[config.mk]
export PLATFORM = sky130hd
export DESIGN_NAME = uart_debug_port
export DESIGN_NICKNAME = d
export VERILOG_FILES = /design/src/uart_pkg.sv /design/src/uart_tx_engine.sv /design/src/uart_debug_port.sv
export SDC_FILE = /design/constraint.sdc
export NUM_CORES = 1
export LEC_CHECK = 0
export ABC_CLOCK_PERIOD_IN_PS = 3000
export BUFFER_PORTS_ARGS = -buffer_cell sky130_fd_sc_hd__buf_2
export CAP_MARGIN = 15
export CORE_MARGIN = 8
export CORE_UTILIZATION = 54
export DETAILED_ROUTE_END_ITERATION = 7
export PLACE_DENSITY = 0.76
export SYNTH_ARGS = -nofsm -noshare
export SYNTH_HDL_FRONTEND = slang
export SYNTH_SLANG_ARGS = --single-unit
[constraint.sdc]
create_clock -name sys_clk -period 3 [get_ports sys_clk]
set_clock_uncertainty 0.2 [all_clocks]
set_input_delay 0.6 -clock sys_clk [delete_from_list [all_inputs] [get_ports sys_clk]]
set_output_delay 0.6 -clock sys_clk [all_outputs]
set_load 0.05 [all_outputs]
[src/uart_pkg.sv]
// constants shared by the debug uart core and its shift engine
// assumes a 16-bit processor register port on the 10 MHz system clock
// How it works
// - idle transmit line held high
// - start, eight data lsb first, stop
// - stop bit low sets framing error
// - overrun takes previous receive-full state
// - receive-full set on load, read clears
// - status bit 1 means transmit register occupied
// - status bit 0 high while shifting
// - low view reads byte, upper zeros
// - receive irq on each byte transfer
// - low write idle: load, irq, send
// - busy write held until frame ends
// - high view same, byte in 15:8
// - reset clears divider register to zero
// - bit rate master over (d1+1)*d2
// - oversample tick is first divider output
// - start on falling edge, mid-bit sampling
// - after stop check receiver returns idle
package uart_pkg;
  localparam logic [15:0] LINE_STATUS_ADDR = 16'hc028;
  localparam logic [15:0] BYTE_PORT_LOW_ADDR = 16'hc029;
  localparam logic [15:0] BYTE_PORT_HIGH_ADDR = 16'hc02a;
  localparam logic [15:0] BAUD_DIVIDER_ADDR = 16'hc02b;
  localparam logic [15:0] BAUD_DIVIDER_RESET = 16'h0000;
  localparam int FRAMING_ERROR_BIT = 4;
  localparam int OVERRUN_BIT = 3;
  localparam int RECEIVE_FULL_BIT = 2;
  localparam int TRANSMIT_FULL_BIT = 1;
  localparam int TRANSMITTER_ACTIVE_BIT = 0;
  localparam int FRAME_DATA_BITS = 8;
  localparam int MIN_SECOND_DIVIDER = 6;
  typedef enum logic [1:0] {RX_IDLE, RX_START, RX_DATA, RX_STOP} rx_state_t;
endpackage : uart_pkg

[src/uart_tx_engine.sv]
// transmit shift engine: sends one framed byte per load
// assumes a one-cycle bit tick from the baud divider in the core
`timescale 1ns/100ps
module uart_tx_engine (
  input wire logic sys_clk,
  input wire logic nrst,
  input wire logic load,
  input wire logic [7:0] load_byte,
  input wire logic bit_tick,
  output logic busy,
  output logic txd
);
  import uart_pkg::*;
  typedef struct packed {
    logic busy;
    logic txd;
    logic [8:0] shreg;
    logic [3:0] left;
  } tx_state_t;
  tx_state_t s_q, s_d;

  // shift out start, data and stop; line rests high between frames
  always_comb begin
    s_d = s_q;
    if (load && !s_q.busy) begin
      s_d.busy = 1'b1;
      s_d.txd = 1'b0;
      s_d.shreg = {1'b1, load_byte};
      s_d.left = 4'(FRAME_DATA_BITS + 1);
    end else if (s_q.busy && bit_tick) begin
      if (s_q.left == 4'h0) begin
        s_d.busy = 1'b0;
      end else begin
        s_d.txd = s_q.shreg[0];
        s_d.shreg = {1'b1, s_q.shreg[8:1]};
        s_d.left = s_q.left - 4'h1;
      end
    end
    if (!s_d.busy) begin
      s_d.txd = 1'b1;
    end
  end

  always_ff @(posedge sys_clk or negedge nrst) begin
    if (!nrst) begin
      s_q <= '{busy: 1'b0, txd: 1'b1, shreg: 9'h1ff, left: 4'h0};
    end else begin
      s_q <= s_d;
    end
  end

  assign busy = s_q.busy;
  assign txd = s_q.txd;

  AST_IDLE_HIGH: assert property (@(posedge sys_clk) disable iff (!nrst)
    !busy |-> txd) else $error("tx line low while idle");
endmodule // uart_tx_engine

[src/uart_debug_port.sv]
// debug uart: register port, two-stage baud divider, rx and tx
// assumes a single-cycle processor register port with read strobe
`timescale 1ns/100ps
module uart_debug_port (
  input wire logic sys_clk,
  input wire logic nrst,
  input wire logic [15:0] reg_addr,
  input wire logic reg_wr,
  input wire logic reg_rd,
  input wire logic [15:0] reg_wdata,
  output logic [15:0] reg_rdata,
  output logic transmit_irq,
  output logic receive_irq,
  output logic txd,
  input wire logic rxd
);
  import uart_pkg::*;

  typedef struct packed {
    logic [15:0] rdata;
    logic [15:0] divider;
    logic [7:0] first_cnt;
    logic [7:0] second_cnt;
    logic [7:0] tx_hold;
    logic transmit_full_flag;
    logic tx_load;
    logic [7:0] tx_byte;
    logic transmit_irq;
    logic [7:0] rx_data;
    logic receive_full_flag;
    logic overrun_flag;
    logic framing_error_flag;
    logic receive_irq;
    logic rx_sync1;
    logic rx_sync2;
    logic rx_prev;
    rx_state_t rx_state;
    logic [8:0] rx_time;
    logic [2:0] rx_bit;
    logic [7:0] rx_shift;
  } core_state_t;
  core_state_t s_q, s_d;

  logic tx_busy;
  logic bit_tick;
  logic os_tick;

  function automatic logic [7:0] pick_byte(input logic [15:0] addr,
                                           input logic [15:0] w);
    pick_byte = (addr == BYTE_PORT_HIGH_ADDR) ? w[15:8] : w[7:0];
  endfunction

  function automatic logic is_data_view(input logic [15:0] addr);
    is_data_view = (addr == BYTE_PORT_LOW_ADDR) ||
                   (addr == BYTE_PORT_HIGH_ADDR);
  endfunction

  // one oversample step short of the limit; shared by the start, data and stop phases
  function automatic logic step_done(input logic [8:0] t,
                                     input logic [7:0] lim);
    step_done = (t[7:0] + 8'h01 >= lim);
  endfunction

  // the shifters and counters are sized for byte frames only
  if (FRAME_DATA_BITS != 8 || MIN_SECOND_DIVIDER < 2) begin : g_bad_cfg
    $error("frame or divider constants not supported");
  end

  assign os_tick = (s_q.first_cnt == s_q.divider[15:8]);
  assign bit_tick = os_tick && (s_q.second_cnt + 8'h01 >= s_q.divider[7:0]);

  uart_tx_engine u_tx (
    .sys_clk(sys_clk),
    .nrst(nrst),
    .load(s_q.tx_load),
    .load_byte(s_q.tx_byte),
    .bit_tick(bit_tick),
    .busy(tx_busy),
    .txd(txd)
  );

  always_comb begin
    logic [7:0] half;
    half = {1'b0, s_q.divider[7:1]};
    s_d = s_q;
    s_d.tx_load = 1'b0;
    s_d.transmit_irq = 1'b0;
    s_d.receive_irq = 1'b0;

    // divider chain runs freely; counters restart on rollover
    s_d.first_cnt = os_tick ? 8'h00 : s_q.first_cnt + 8'h01;
    if (bit_tick) begin
      s_d.second_cnt = 8'h00;
    end else if (os_tick) begin
      s_d.second_cnt = s_q.second_cnt + 8'h01;
    end

    s_d.rx_sync1 = rxd;
    s_d.rx_sync2 = s_q.rx_sync1;
    s_d.rx_prev = s_q.rx_sync2;

    // status and data reads, no flag side effect on status
    s_d.rdata = 16'h0000;
    if (reg_rd) begin
      case (reg_addr)
        LINE_STATUS_ADDR: s_d.rdata = {11'h000, s_q.framing_error_flag,
          s_q.overrun_flag, s_q.receive_full_flag,
          s_q.transmit_full_flag, tx_busy};
        BYTE_PORT_LOW_ADDR: s_d.rdata = {8'h00, s_q.rx_data};
        BYTE_PORT_HIGH_ADDR: s_d.rdata = {s_q.rx_data, 8'h00};
        BAUD_DIVIDER_ADDR: s_d.rdata = s_q.divider;
        default: s_d.rdata = 16'h0000;
      endcase
      if (is_data_view(reg_addr)) begin
        s_d.receive_full_flag = 1'b0;
      end
    end

    if (reg_wr && reg_addr == BAUD_DIVIDER_ADDR) begin
      s_d.divider = reg_wdata;
    end

    // idle write loads shifter at once
    if (reg_wr && is_data_view(reg_addr)) begin
      if (!tx_busy && !s_q.transmit_full_flag && !s_q.tx_load) begin
        s_d.tx_load = 1'b1;
        s_d.tx_byte = pick_byte(reg_addr, reg_wdata);
        s_d.transmit_irq = 1'b1;
      end else begin
        // busy write held in data register
        s_d.tx_hold = pick_byte(reg_addr, reg_wdata);
        s_d.transmit_full_flag = 1'b1;
      end
    end else if (s_q.transmit_full_flag && !tx_busy && !s_q.tx_load) begin
      s_d.tx_load = 1'b1;
      s_d.tx_byte = s_q.tx_hold;
      s_d.transmit_irq = 1'b1;
      s_d.transmit_full_flag = 1'b0;
    end

    case (s_q.rx_state)
      RX_IDLE: begin
        if (s_q.rx_prev && !s_q.rx_sync2) begin
          s_d.rx_state = RX_START;
          s_d.rx_time = 9'h000;
        end
      end
      RX_START: begin
        if (os_tick) begin
          s_d.rx_time = s_q.rx_time + 9'h001;
          if (step_done(s_q.rx_time, half)) begin
            s_d.rx_time = 9'h000;
            s_d.rx_bit = 3'h0;
            s_d.rx_state = s_q.rx_sync2 ? RX_IDLE : RX_DATA;
          end
        end
      end
      RX_DATA: begin
        if (os_tick) begin
          s_d.rx_time = s_q.rx_time + 9'h001;
          if (step_done(s_q.rx_time, s_q.divider[7:0])) begin
            s_d.rx_time = 9'h000;
            s_d.rx_shift = {s_q.rx_sync2, s_q.rx_shift[7:1]};
            s_d.rx_bit = s_q.rx_bit + 3'h1;
            if (s_q.rx_bit == 3'(FRAME_DATA_BITS - 1)) begin
              s_d.rx_state = RX_STOP;
            end
          end
        end
      end
      RX_STOP: begin
        if (os_tick) begin
          s_d.rx_time = s_q.rx_time + 9'h001;
          if (step_done(s_q.rx_time, s_q.divider[7:0])) begin
            s_d.rx_data = s_q.rx_shift;
            s_d.framing_error_flag = !s_q.rx_sync2;
            s_d.overrun_flag = s_q.receive_full_flag;
            // load sets full, wins over read
            s_d.receive_full_flag = 1'b1;
            s_d.receive_irq = 1'b1;
            s_d.rx_state = RX_IDLE;
          end
        end
      end
      default: s_d.rx_state = RX_IDLE;
    endcase
  end

  always_ff @(posedge sys_clk or negedge nrst) begin
    if (!nrst) begin
      s_q <= '0;
      s_q.divider <= BAUD_DIVIDER_RESET;
      s_q.rx_sync1 <= 1'b1;
      s_q.rx_sync2 <= 1'b1;
      s_q.rx_prev <= 1'b1;
      s_q.rx_state <= RX_IDLE;
    end else begin
      s_q <= s_d;
    end
  end

  assign reg_rdata = s_q.rdata;
  assign transmit_irq = s_q.transmit_irq;
  assign receive_irq = s_q.receive_irq;

  AST_TX_IRQ_LOAD: assert property (@(posedge sys_clk) disable iff (!nrst)
    transmit_irq |-> ##1 tx_busy) else $error("tx irq without start");

  AST_TX_IRQ_BYTE: assert property (@(posedge sys_clk) disable iff (!nrst)
    (reg_wr && reg_addr == BYTE_PORT_LOW_ADDR && !tx_busy &&
     !s_q.transmit_full_flag && !s_q.tx_load)
    |=> transmit_irq && s_q.tx_byte == $past(reg_wdata[7:0]))
    else $error("idle write not loaded");

  AST_RX_FULL: assert property (@(posedge sys_clk) disable iff (!nrst)
    receive_irq |-> s_q.receive_full_flag) else $error("full not set");

  AST_RX_CLEAR: assert property (@(posedge sys_clk) disable iff (!nrst)
    (reg_rd && is_data_view(reg_addr) && !(s_q.rx_state == RX_STOP &&
     s_d.rx_state == RX_IDLE)) |=> !s_q.receive_full_flag)
    else $error("full not cleared");

  AST_RX_IRQ_ONE: assert property (@(posedge sys_clk) disable iff (!nrst)
    receive_irq |=> !receive_irq) else $error("rx irq too long");

  AST_RX_IRQ_LOAD: assert property (@(posedge sys_clk) disable iff (!nrst)
    (s_q.rx_state == RX_STOP && s_d.rx_state == RX_IDLE) |=> receive_irq)
    else $error("store without irq");

  AST_OVERRUN: assert property (@(posedge sys_clk) disable iff (!nrst)
    (s_q.rx_state == RX_STOP && s_d.rx_state == RX_IDLE)
    |=> s_q.overrun_flag == $past(s_q.receive_full_flag))
    else $error("overrun wrong");

  AST_FRAME_ERR: assert property (@(posedge sys_clk) disable iff (!nrst)
    (s_q.rx_state == RX_STOP && s_d.rx_state == RX_IDLE)
    |=> s_q.framing_error_flag == !$past(s_q.rx_sync2))
    else $error("framing flag wrong");

  AST_RX_IDLE_AFTER: assert property (@(posedge sys_clk) disable iff (!nrst)
    receive_irq |-> s_q.rx_state == RX_IDLE)
    else $error("receiver not idle");

  AST_START_EDGE: assert property (@(posedge sys_clk) disable iff (!nrst)
    (s_q.rx_state == RX_IDLE && s_q.rx_prev && !s_q.rx_sync2)
    |=> s_q.rx_state == RX_START) else $error("start missed");

  AST_HOLD_SENT: assert property (@(posedge sys_clk) disable iff (!nrst)
    (s_q.transmit_full_flag && !tx_busy && !s_q.tx_load && !reg_wr)
    |=> s_q.tx_load) else $error("held byte not loaded");

  AST_HOLD_FLAG: assert property (@(posedge sys_clk) disable iff (!nrst)
    (reg_wr && is_data_view(reg_addr) && tx_busy)
    |=> s_q.transmit_full_flag) else $error("busy write not held");

  AST_STATUS_NOWRITE: assert property (@(posedge sys_clk) disable iff (!nrst)
    (reg_wr && reg_addr == LINE_STATUS_ADDR) |=> $stable(s_q.divider))
    else $error("status write changed state");

  AST_STATUS_BUSY: assert property (@(posedge sys_clk) disable iff (!nrst)
    (reg_rd && reg_addr == LINE_STATUS_ADDR)
    |=> reg_rdata[TRANSMITTER_ACTIVE_BIT] == $past(tx_busy))
    else $error("running bit wrong");

  AST_STATUS_TXFULL: assert property (@(posedge sys_clk) disable iff (!nrst)
    (reg_rd && reg_addr == LINE_STATUS_ADDR)
    |=> reg_rdata[TRANSMIT_FULL_BIT] == $past(s_q.transmit_full_flag))
    else $error("transmit full bit wrong");

  AST_LOW_VIEW: assert property (@(posedge sys_clk) disable iff (!nrst)
    (reg_rd && reg_addr == BYTE_PORT_LOW_ADDR) |=> reg_rdata[15:8] == 8'h00)
    else $error("low view upper bits set");

  AST_HIGH_VIEW: assert property (@(posedge sys_clk) disable iff (!nrst)
    (reg_rd && reg_addr == BYTE_PORT_HIGH_ADDR)
    |=> reg_rdata[7:0] == 8'h00) else $error("high view low bits set");

  AST_HIGH_BYTE: assert property (@(posedge sys_clk) disable iff (!nrst)
    (reg_rd && reg_addr == BYTE_PORT_HIGH_ADDR)
    |=> reg_rdata[15:8] == $past(s_q.rx_data))
    else $error("high view byte wrong");

  AST_DIV_WRITE: assert property (@(posedge sys_clk) disable iff (!nrst)
    (reg_wr && reg_addr == BAUD_DIVIDER_ADDR)
    |=> s_q.divider == $past(reg_wdata)) else $error("divider lost");

  AST_BIT_TICK: assert property (@(posedge sys_clk) disable iff (!nrst)
    bit_tick |-> os_tick) else $error("bit tick off grid");

  AST_SYNC: assert property (@(posedge sys_clk) disable iff (!nrst)
    s_q.rx_sync2 == $past(s_q.rx_sync1)) else $error("sync stage");

  // main scenarios worth seeing
  COV_TX: cover property (@(posedge sys_clk) transmit_irq);
  COV_RX: cover property (@(posedge sys_clk) receive_irq);
  COV_OVR: cover property (@(posedge sys_clk) receive_irq && s_q.overrun_flag);
  COV_FE: cover property (@(posedge sys_clk)
    receive_irq && s_q.framing_error_flag);
  COV_HELD: cover property (@(posedge sys_clk)
    s_q.transmit_full_flag && tx_busy);
endmodule // uart_debug_port

Word-level counts from Yosys, hierarchy flattened --
Cells that the tools add are included.
Word-level totals: register bits after elaboration 119, input port bits 37, output and inout bits 19, word-level logic and storage cells 119
Cells by class: add/subtract/negate cells 6, magnitude comparators 3, equality and inequality tests 22, muxes and demuxes 31, bitwise logic cells 1, reduce and logical (&&, ||, !) cells 31
Operators by type and width (number):
- $eq 16x16->1 const B | 4
- $pmux 16 s4 | 1
- $mux 11 | 4
- $mux 22 | 2
- $pmux 11 s4 | 1
- $mux 14 | 3
- $mux 8 | 4
- $mux 15 | 2
- $add 8x1->8 const B | 3
- $ne 2x2->1 const B | 9
- $ge 8x8->1 | 2
- $mux 16 | 1
- $mux 4 | 3
- $logic_and 1x1->1 | 10
- $mux 10 | 1
- $reduce_and 2->1 | 5
- $add 9x1->9 const B | 1
- $eq 8x8->1 | 1
- $ge 8x7->1 | 1
- $reduce_and 8->1 | 1
- $reduce_bool 2->1 | 4
- $mux 2 | 3
- $ne 3x3->1 const B | 2
- $pmux 3 s2 | 1
- other kinds (15) | 25

Longest topological paths before layout --
word-level depth 8, mapped depth 13

Cells and area by module --
From an unflattened synthesis, not the netlist that was laid out.
Unflattened totals: cell total of the unflattened synthesis 537, area, all modules 6042.0 µm²
By module, submodules not included:
- uart_debug_port | instances 1, cells each 469, area an instance 5290.1 µm²
- uart_tx_engine | instances 1, cells each 68, area an instance 752.0 µm²

Least setup slack after synthesis --
Ideal clock, no wire load.
kind register to register, start register s_q[56] in the netlist's numbering, end register u_tx.s_q[10] in the netlist's numbering, arrival time 2.711 ns, required time 2.717 ns, setup slack 0.005 ns, cell stages (with the launch flop) 13, cells stage by stage dfrtp_1 > ha_1 > nand3_1 > nor2_1 > xor2_1 > ha_1 > a21o_1 > a221o_1 > a31o_1 > buf_6 > and2_4 > buf_6 > a221o_1
On the way: word-level cells in the longest chain between the ends 6
Ends and longest elaborated chain:
- from (decl) | line uart_debug_port.sv:42 | core_state_t s_q, s_d;
- $add 8x1->8 | line uart_debug_port.sv:70 | assign bit_tick = os_tick && (s_q.second_cnt + 8'h01 >= s_q.divider[7:0]);
- $ge 8x8->1 | line uart_debug_port.sv:70
- $logic_and 1x1->1 | line uart_debug_port.sv:70
- $logic_and 1x1->1 | line uart_tx_engine.sv:30 | end else if (s_q.busy && bit_tick) begin
- $reduce_bool 2->1 (no line)
- $reduce_and 2->1 (no line)
- to (signal assigned) | line uart_tx_engine.sv:46 | s_q <= '{busy: 1'b0, txd: 1'b1, shreg: 9'h1ff, left: 4'h0};
- to (decl) | line uart_tx_engine.sv:20 | tx_state_t s_q, s_d;
No other way between the ends. A chain may end at the register's enable or synchronous reset.

Final worst setup path --
start register s_q[12] in the netlist's numbering, end register s_q[0] in the netlist's numbering
On the way: word-level cells in the longest chain between the ends 3
Ends and longest elaborated chain:
- $add 8x1->8 | line uart_debug_port.sv:61 | step_done = (t[7:0] + 8'h01 >= lim);
- $ge 8x8->1 | line uart_debug_port.sv:61
- $reduce_and 3->1 (no line)
No other way between the ends.

==> summary.md <==
| Metric | Value |
|---|---|
| Status | finished, violations left |
| Failing checks | setup timing |
| Max_slew headroom | 0.356 |
| Crit-path slowest cell | dfrtp_1 |
| Initial antenna violation count | 0 |
| Tcrit/Tclk final | 1.06 |
| Leading area contributor after synthesis | dfrtp_1 |
| CTS tree | built |
| Buf/Inv on CP | 2 |
| Ys async rst share | 1.00 |
| CTS root buf | clkbuf_16 |
| Number of placement rows | 39 |
| Fin util | 0.659 |
| Filler cell count | 763 |
| Area growth from synthesis to layout | 21.0% |
| Sw Ratio | 0.316 |
| Worst Setup Start Kind | register |
| Detailed Route WL | 15.3 mm |
| Detailed Routing Iterations Pass 1 | 5 |
| RSZ-0062 raised after global routing | true |
| Dpl hpwl | 10.0 mm |
| Synth area leaders | dfrtp_1, ha_1, dfstp_2 |
| Synthesized flop and latch total | 117 |
| GP Congestion | 0.868 |
| Min-delay worst type | input pin to asynchronous set/reset pin |
| Seq pwr share | 0.384 |
| Post-Syn Area | 6110 sq um |
| Final Hold Viols | 0 |
| Num CTS Buffers | 17 |
| Switch Pwr | 1.71 mW |
| Most common cell after layout, fill and taps aside | dfrtp_1 |
| Largest net degree at the start of global routing | 53 |
| Max-cap viol count | 0 |
| Final setup viols | 22 |
| Commonest non-fill, non-tap cells in the layout | dfrtp_1, buf_2, nand2_1 |
| DRC viols | 0 |
| Clock Tree Buf Depth | 2 |
| Overall Power | 5.42 mW |
| Primary FF master, synth | dfrtp_1 |
| Post-synthesis cell count | 561 |
| Cell leakage power | 3.50 nW |
| Die Ht | 122 um |
| Via Count | 4,612 |
| Comb power frac | 0.259 |
| Slew Limit Fails | 0 |
| VDD IR max | 0.587 mV |
| Post-Route Setup TNS | -1.46 ns |
| Clk Latency, worst-skew pair | 0.42 ns |
| Fin nets | 704 |
| Tot GR Track Use | 0.200 |
| Clk pin slew, worst setup/hold paths | 0.06 ns |
| Top-level I/O count | 56 |
| Sequential cell area fraction in the yosys report | 0.481 |
| Syn Area/Cell | 10.9 sq um |
| Antenna-violating nets left | 0 |
| CTS sink cnt | 117 |
| Final min period | 3.19 ns |
| Top cell type's share of synthesized area | 0.426 |
| Least-Margin Pin Slew | 0.964 ns |
| Share of cells above drive strength 1 | 0.330 |
| Maximum achievable frequency | 0.314 GHz |
| Final setup margin | -0.186 ns |
| Critical path's top delay family | compound AO/OA/AOI/OAI gates |
| Initial Util | 0.545 |
| EDFF count, synth | 0 |
| Crit-path cells | nand4_1 > o31a_1 > nor2_2 > inv_2 > ha_4 > nand2_4 > a211o_1 > o21ba_4 > nor4b_4 > buf_6 > mux2_4 |
| IO Port Bufs | 55 |
| CP Max Fanout | 5 |
| Wire per inst | 19.2 um |
| Total die area | 15,000 sq um |
| Diodes inserted | 0 |
| Critical path capture point type | register |
| PwrDens | 733 nW/um^2 |
| DR iter-0 viols | 324 |
| H-Tree Depth | 4 |
| First-pass GRT wire length | 23.2 mm |
| Placeable core region | 11,200 sq um |
| Yosys Warn Count | 0 |
| Avg Vias per Cell | 5.81 |
| CP max stage delay | 0.41 ns |
| Worst endpoint required time | 3.09 ns |
| Final Hold Slack | 0.0229 ns |
| Netlist cell types | 65 |
| CP Class | register to register |
| Net count after synthesis | 627 |
| Vias in the first global route | 4,747 |
| Placed Area | 6480 sq um |
| P_int | 3.71 mW |
| Clock network fraction of total power | 0.356 |
| Cell area after layout | 7400 sq um |
| Worst EP arrival | 3.28 ns |
| DIE WIDTH | 122 um |
| GR Overflow Total | 0 |
## metal layers
metal / up-vias / track usage / routed length [um]
met1: 2267 / 0.245 / 6500
li1: 2129 / - / -
met3: 38 / 0.0465 / 880
met4: 0 / 0.0944 / 410
met2: 178 / 0.328 / 7490
met5: - / 0 / 0
## cells by family (layout without fill, tap and decap cells)
logic type,Yosys count,count (layout),synth area share
fa+ha+maj,29,29,0.0593
simple gates,162,162,0.140
buf+inv,70,160,0.0638
mux,53,53,0.100
xor+xnor,25,25,0.0358
flops,117,117,0.481
compound gates,105,105,0.120
## registers in the layout (all words and copies together) (netlist names)
name	count
u_tx.busy	1
u_tx.s_q	13
s_q	82
u_tx.txd	1
s_d	2
reg_rdata	16
receive_irq	1
transmit_irq	1
## timing repair
item	4_1_cts	5_1_grt
buffers inserted	6	11
hold buffers	0	0
cloned	1	1
pin swaps	4	16
resized for setup	8	42
setup endpoints to repair	17	42
## worst paths after layout
kind / from / to / slack, ns / depth (start not counted)
worst max-delay path: s_q[12]$_DFFE_PN0P_ / s_q[0]$_DFFE_PN0P_ / -0.19 / 11
worst min-delay path: nrst / u_tx.s_q[1]$_DFFE_PN0P_ / 0.02 / 1
worst max register to register: s_q[12]$_DFFE_PN0P_ / s_q[0]$_DFFE_PN0P_ / -0.19 / 11
worst min register to register: s_d[23]$_DFF_PN1_ / s_d[22]$_DFF_PN1_ / 0.16 / 0
max in group asynchronous: nrst / s_q[71]$_DFF_PN0_ / 1.83 / 2
min in group sys_clk: rxd / s_d[23]$_DFF_PN1_ / 0.08 / 1
## synthesized netlist by cell type, drive strengths merged (3+ instances only)
| cell type | number |
|---|---|
| and3 | 7 |
| xnor2 | 15 |
| nand3 | 17 |
| a21oi | 14 |
| a221o | 9 |
| mux2i | 18 |
| and2 | 13 |
| o221ai | 8 |
| xor2 | 10 |
| buf | 32 |
| nor3 | 5 |
| o21ai | 34 |
| ha | 29 |
| nand2 | 44 |
| nand2b | 9 |
| dfrtp | 104 |
| inv | 33 |
| a21o | 3 |
| dfstp | 13 |
| clkbuf | 5 |
| nor2b | 11 |
| nor2 | 34 |
| nor4b | 4 |
| a22oi | 10 |
| mux2 | 35 |
| a31oi | 5 |
| nand4 | 8 |
## power groups by stage
| stage | registers (mW) | logic [mW] | clock network (mW) |
|---|---|---|---|
| 5_1_grt | 2.11 | 1.54 | 2.01 |
| 6_report | 2.09 | 1.41 | 1.93 |
| 4_1_cts | 2.06 | 1.23 | 1.94 |
| 3_5_place_dp | 2.08 | 1.15 | 0 |
| 3_3_place_gp | 2.06 | 1.10 | 0 |
| 2_1_floorplan | 2.03 | 0.863 | 0 |
## per-stage QoR
stage | std cells | worst slack, ns
floorplan | 561 | 0.00549
detailed placement | 743 | -0.0338
global placement | 743 | 0.0819
global route | 794 | -0.287
CTS | 782 | -0.00653
finish | 794 | -0.186
## worst register-to-register path, stage by stage (launching register included)
cell and delay [ns]:
dfrtp_1 0.41, nand4_1 0.20, o31a_1 0.36, nor2_2 0.12, inv_2 0.06, ha_4 0.27
nand2_4 0.04, a211o_1 0.30, o21ba_4 0.23, nor4b_4 0.35, buf_6 0.20, mux2_4 0.33
## layout make-up
| type | instances | area [sq um] | area share |
|---|---|---|---|
| clock inverter | 15 | 143 | 0.0193 |
| sequential | 117 | 2950 | 0.398 |
| clock buffer | 17 | 425 | 0.0575 |
| multi-input combinational | 374 | 2970 | 0.402 |
| tap | 143 | 179 | 0.0242 |
| timing repair buffer | 95 | 606 | 0.0819 |
| inverter | 33 | 124 | 0.0167 |
Note: power is estimated with default switching activity, not from simulation.
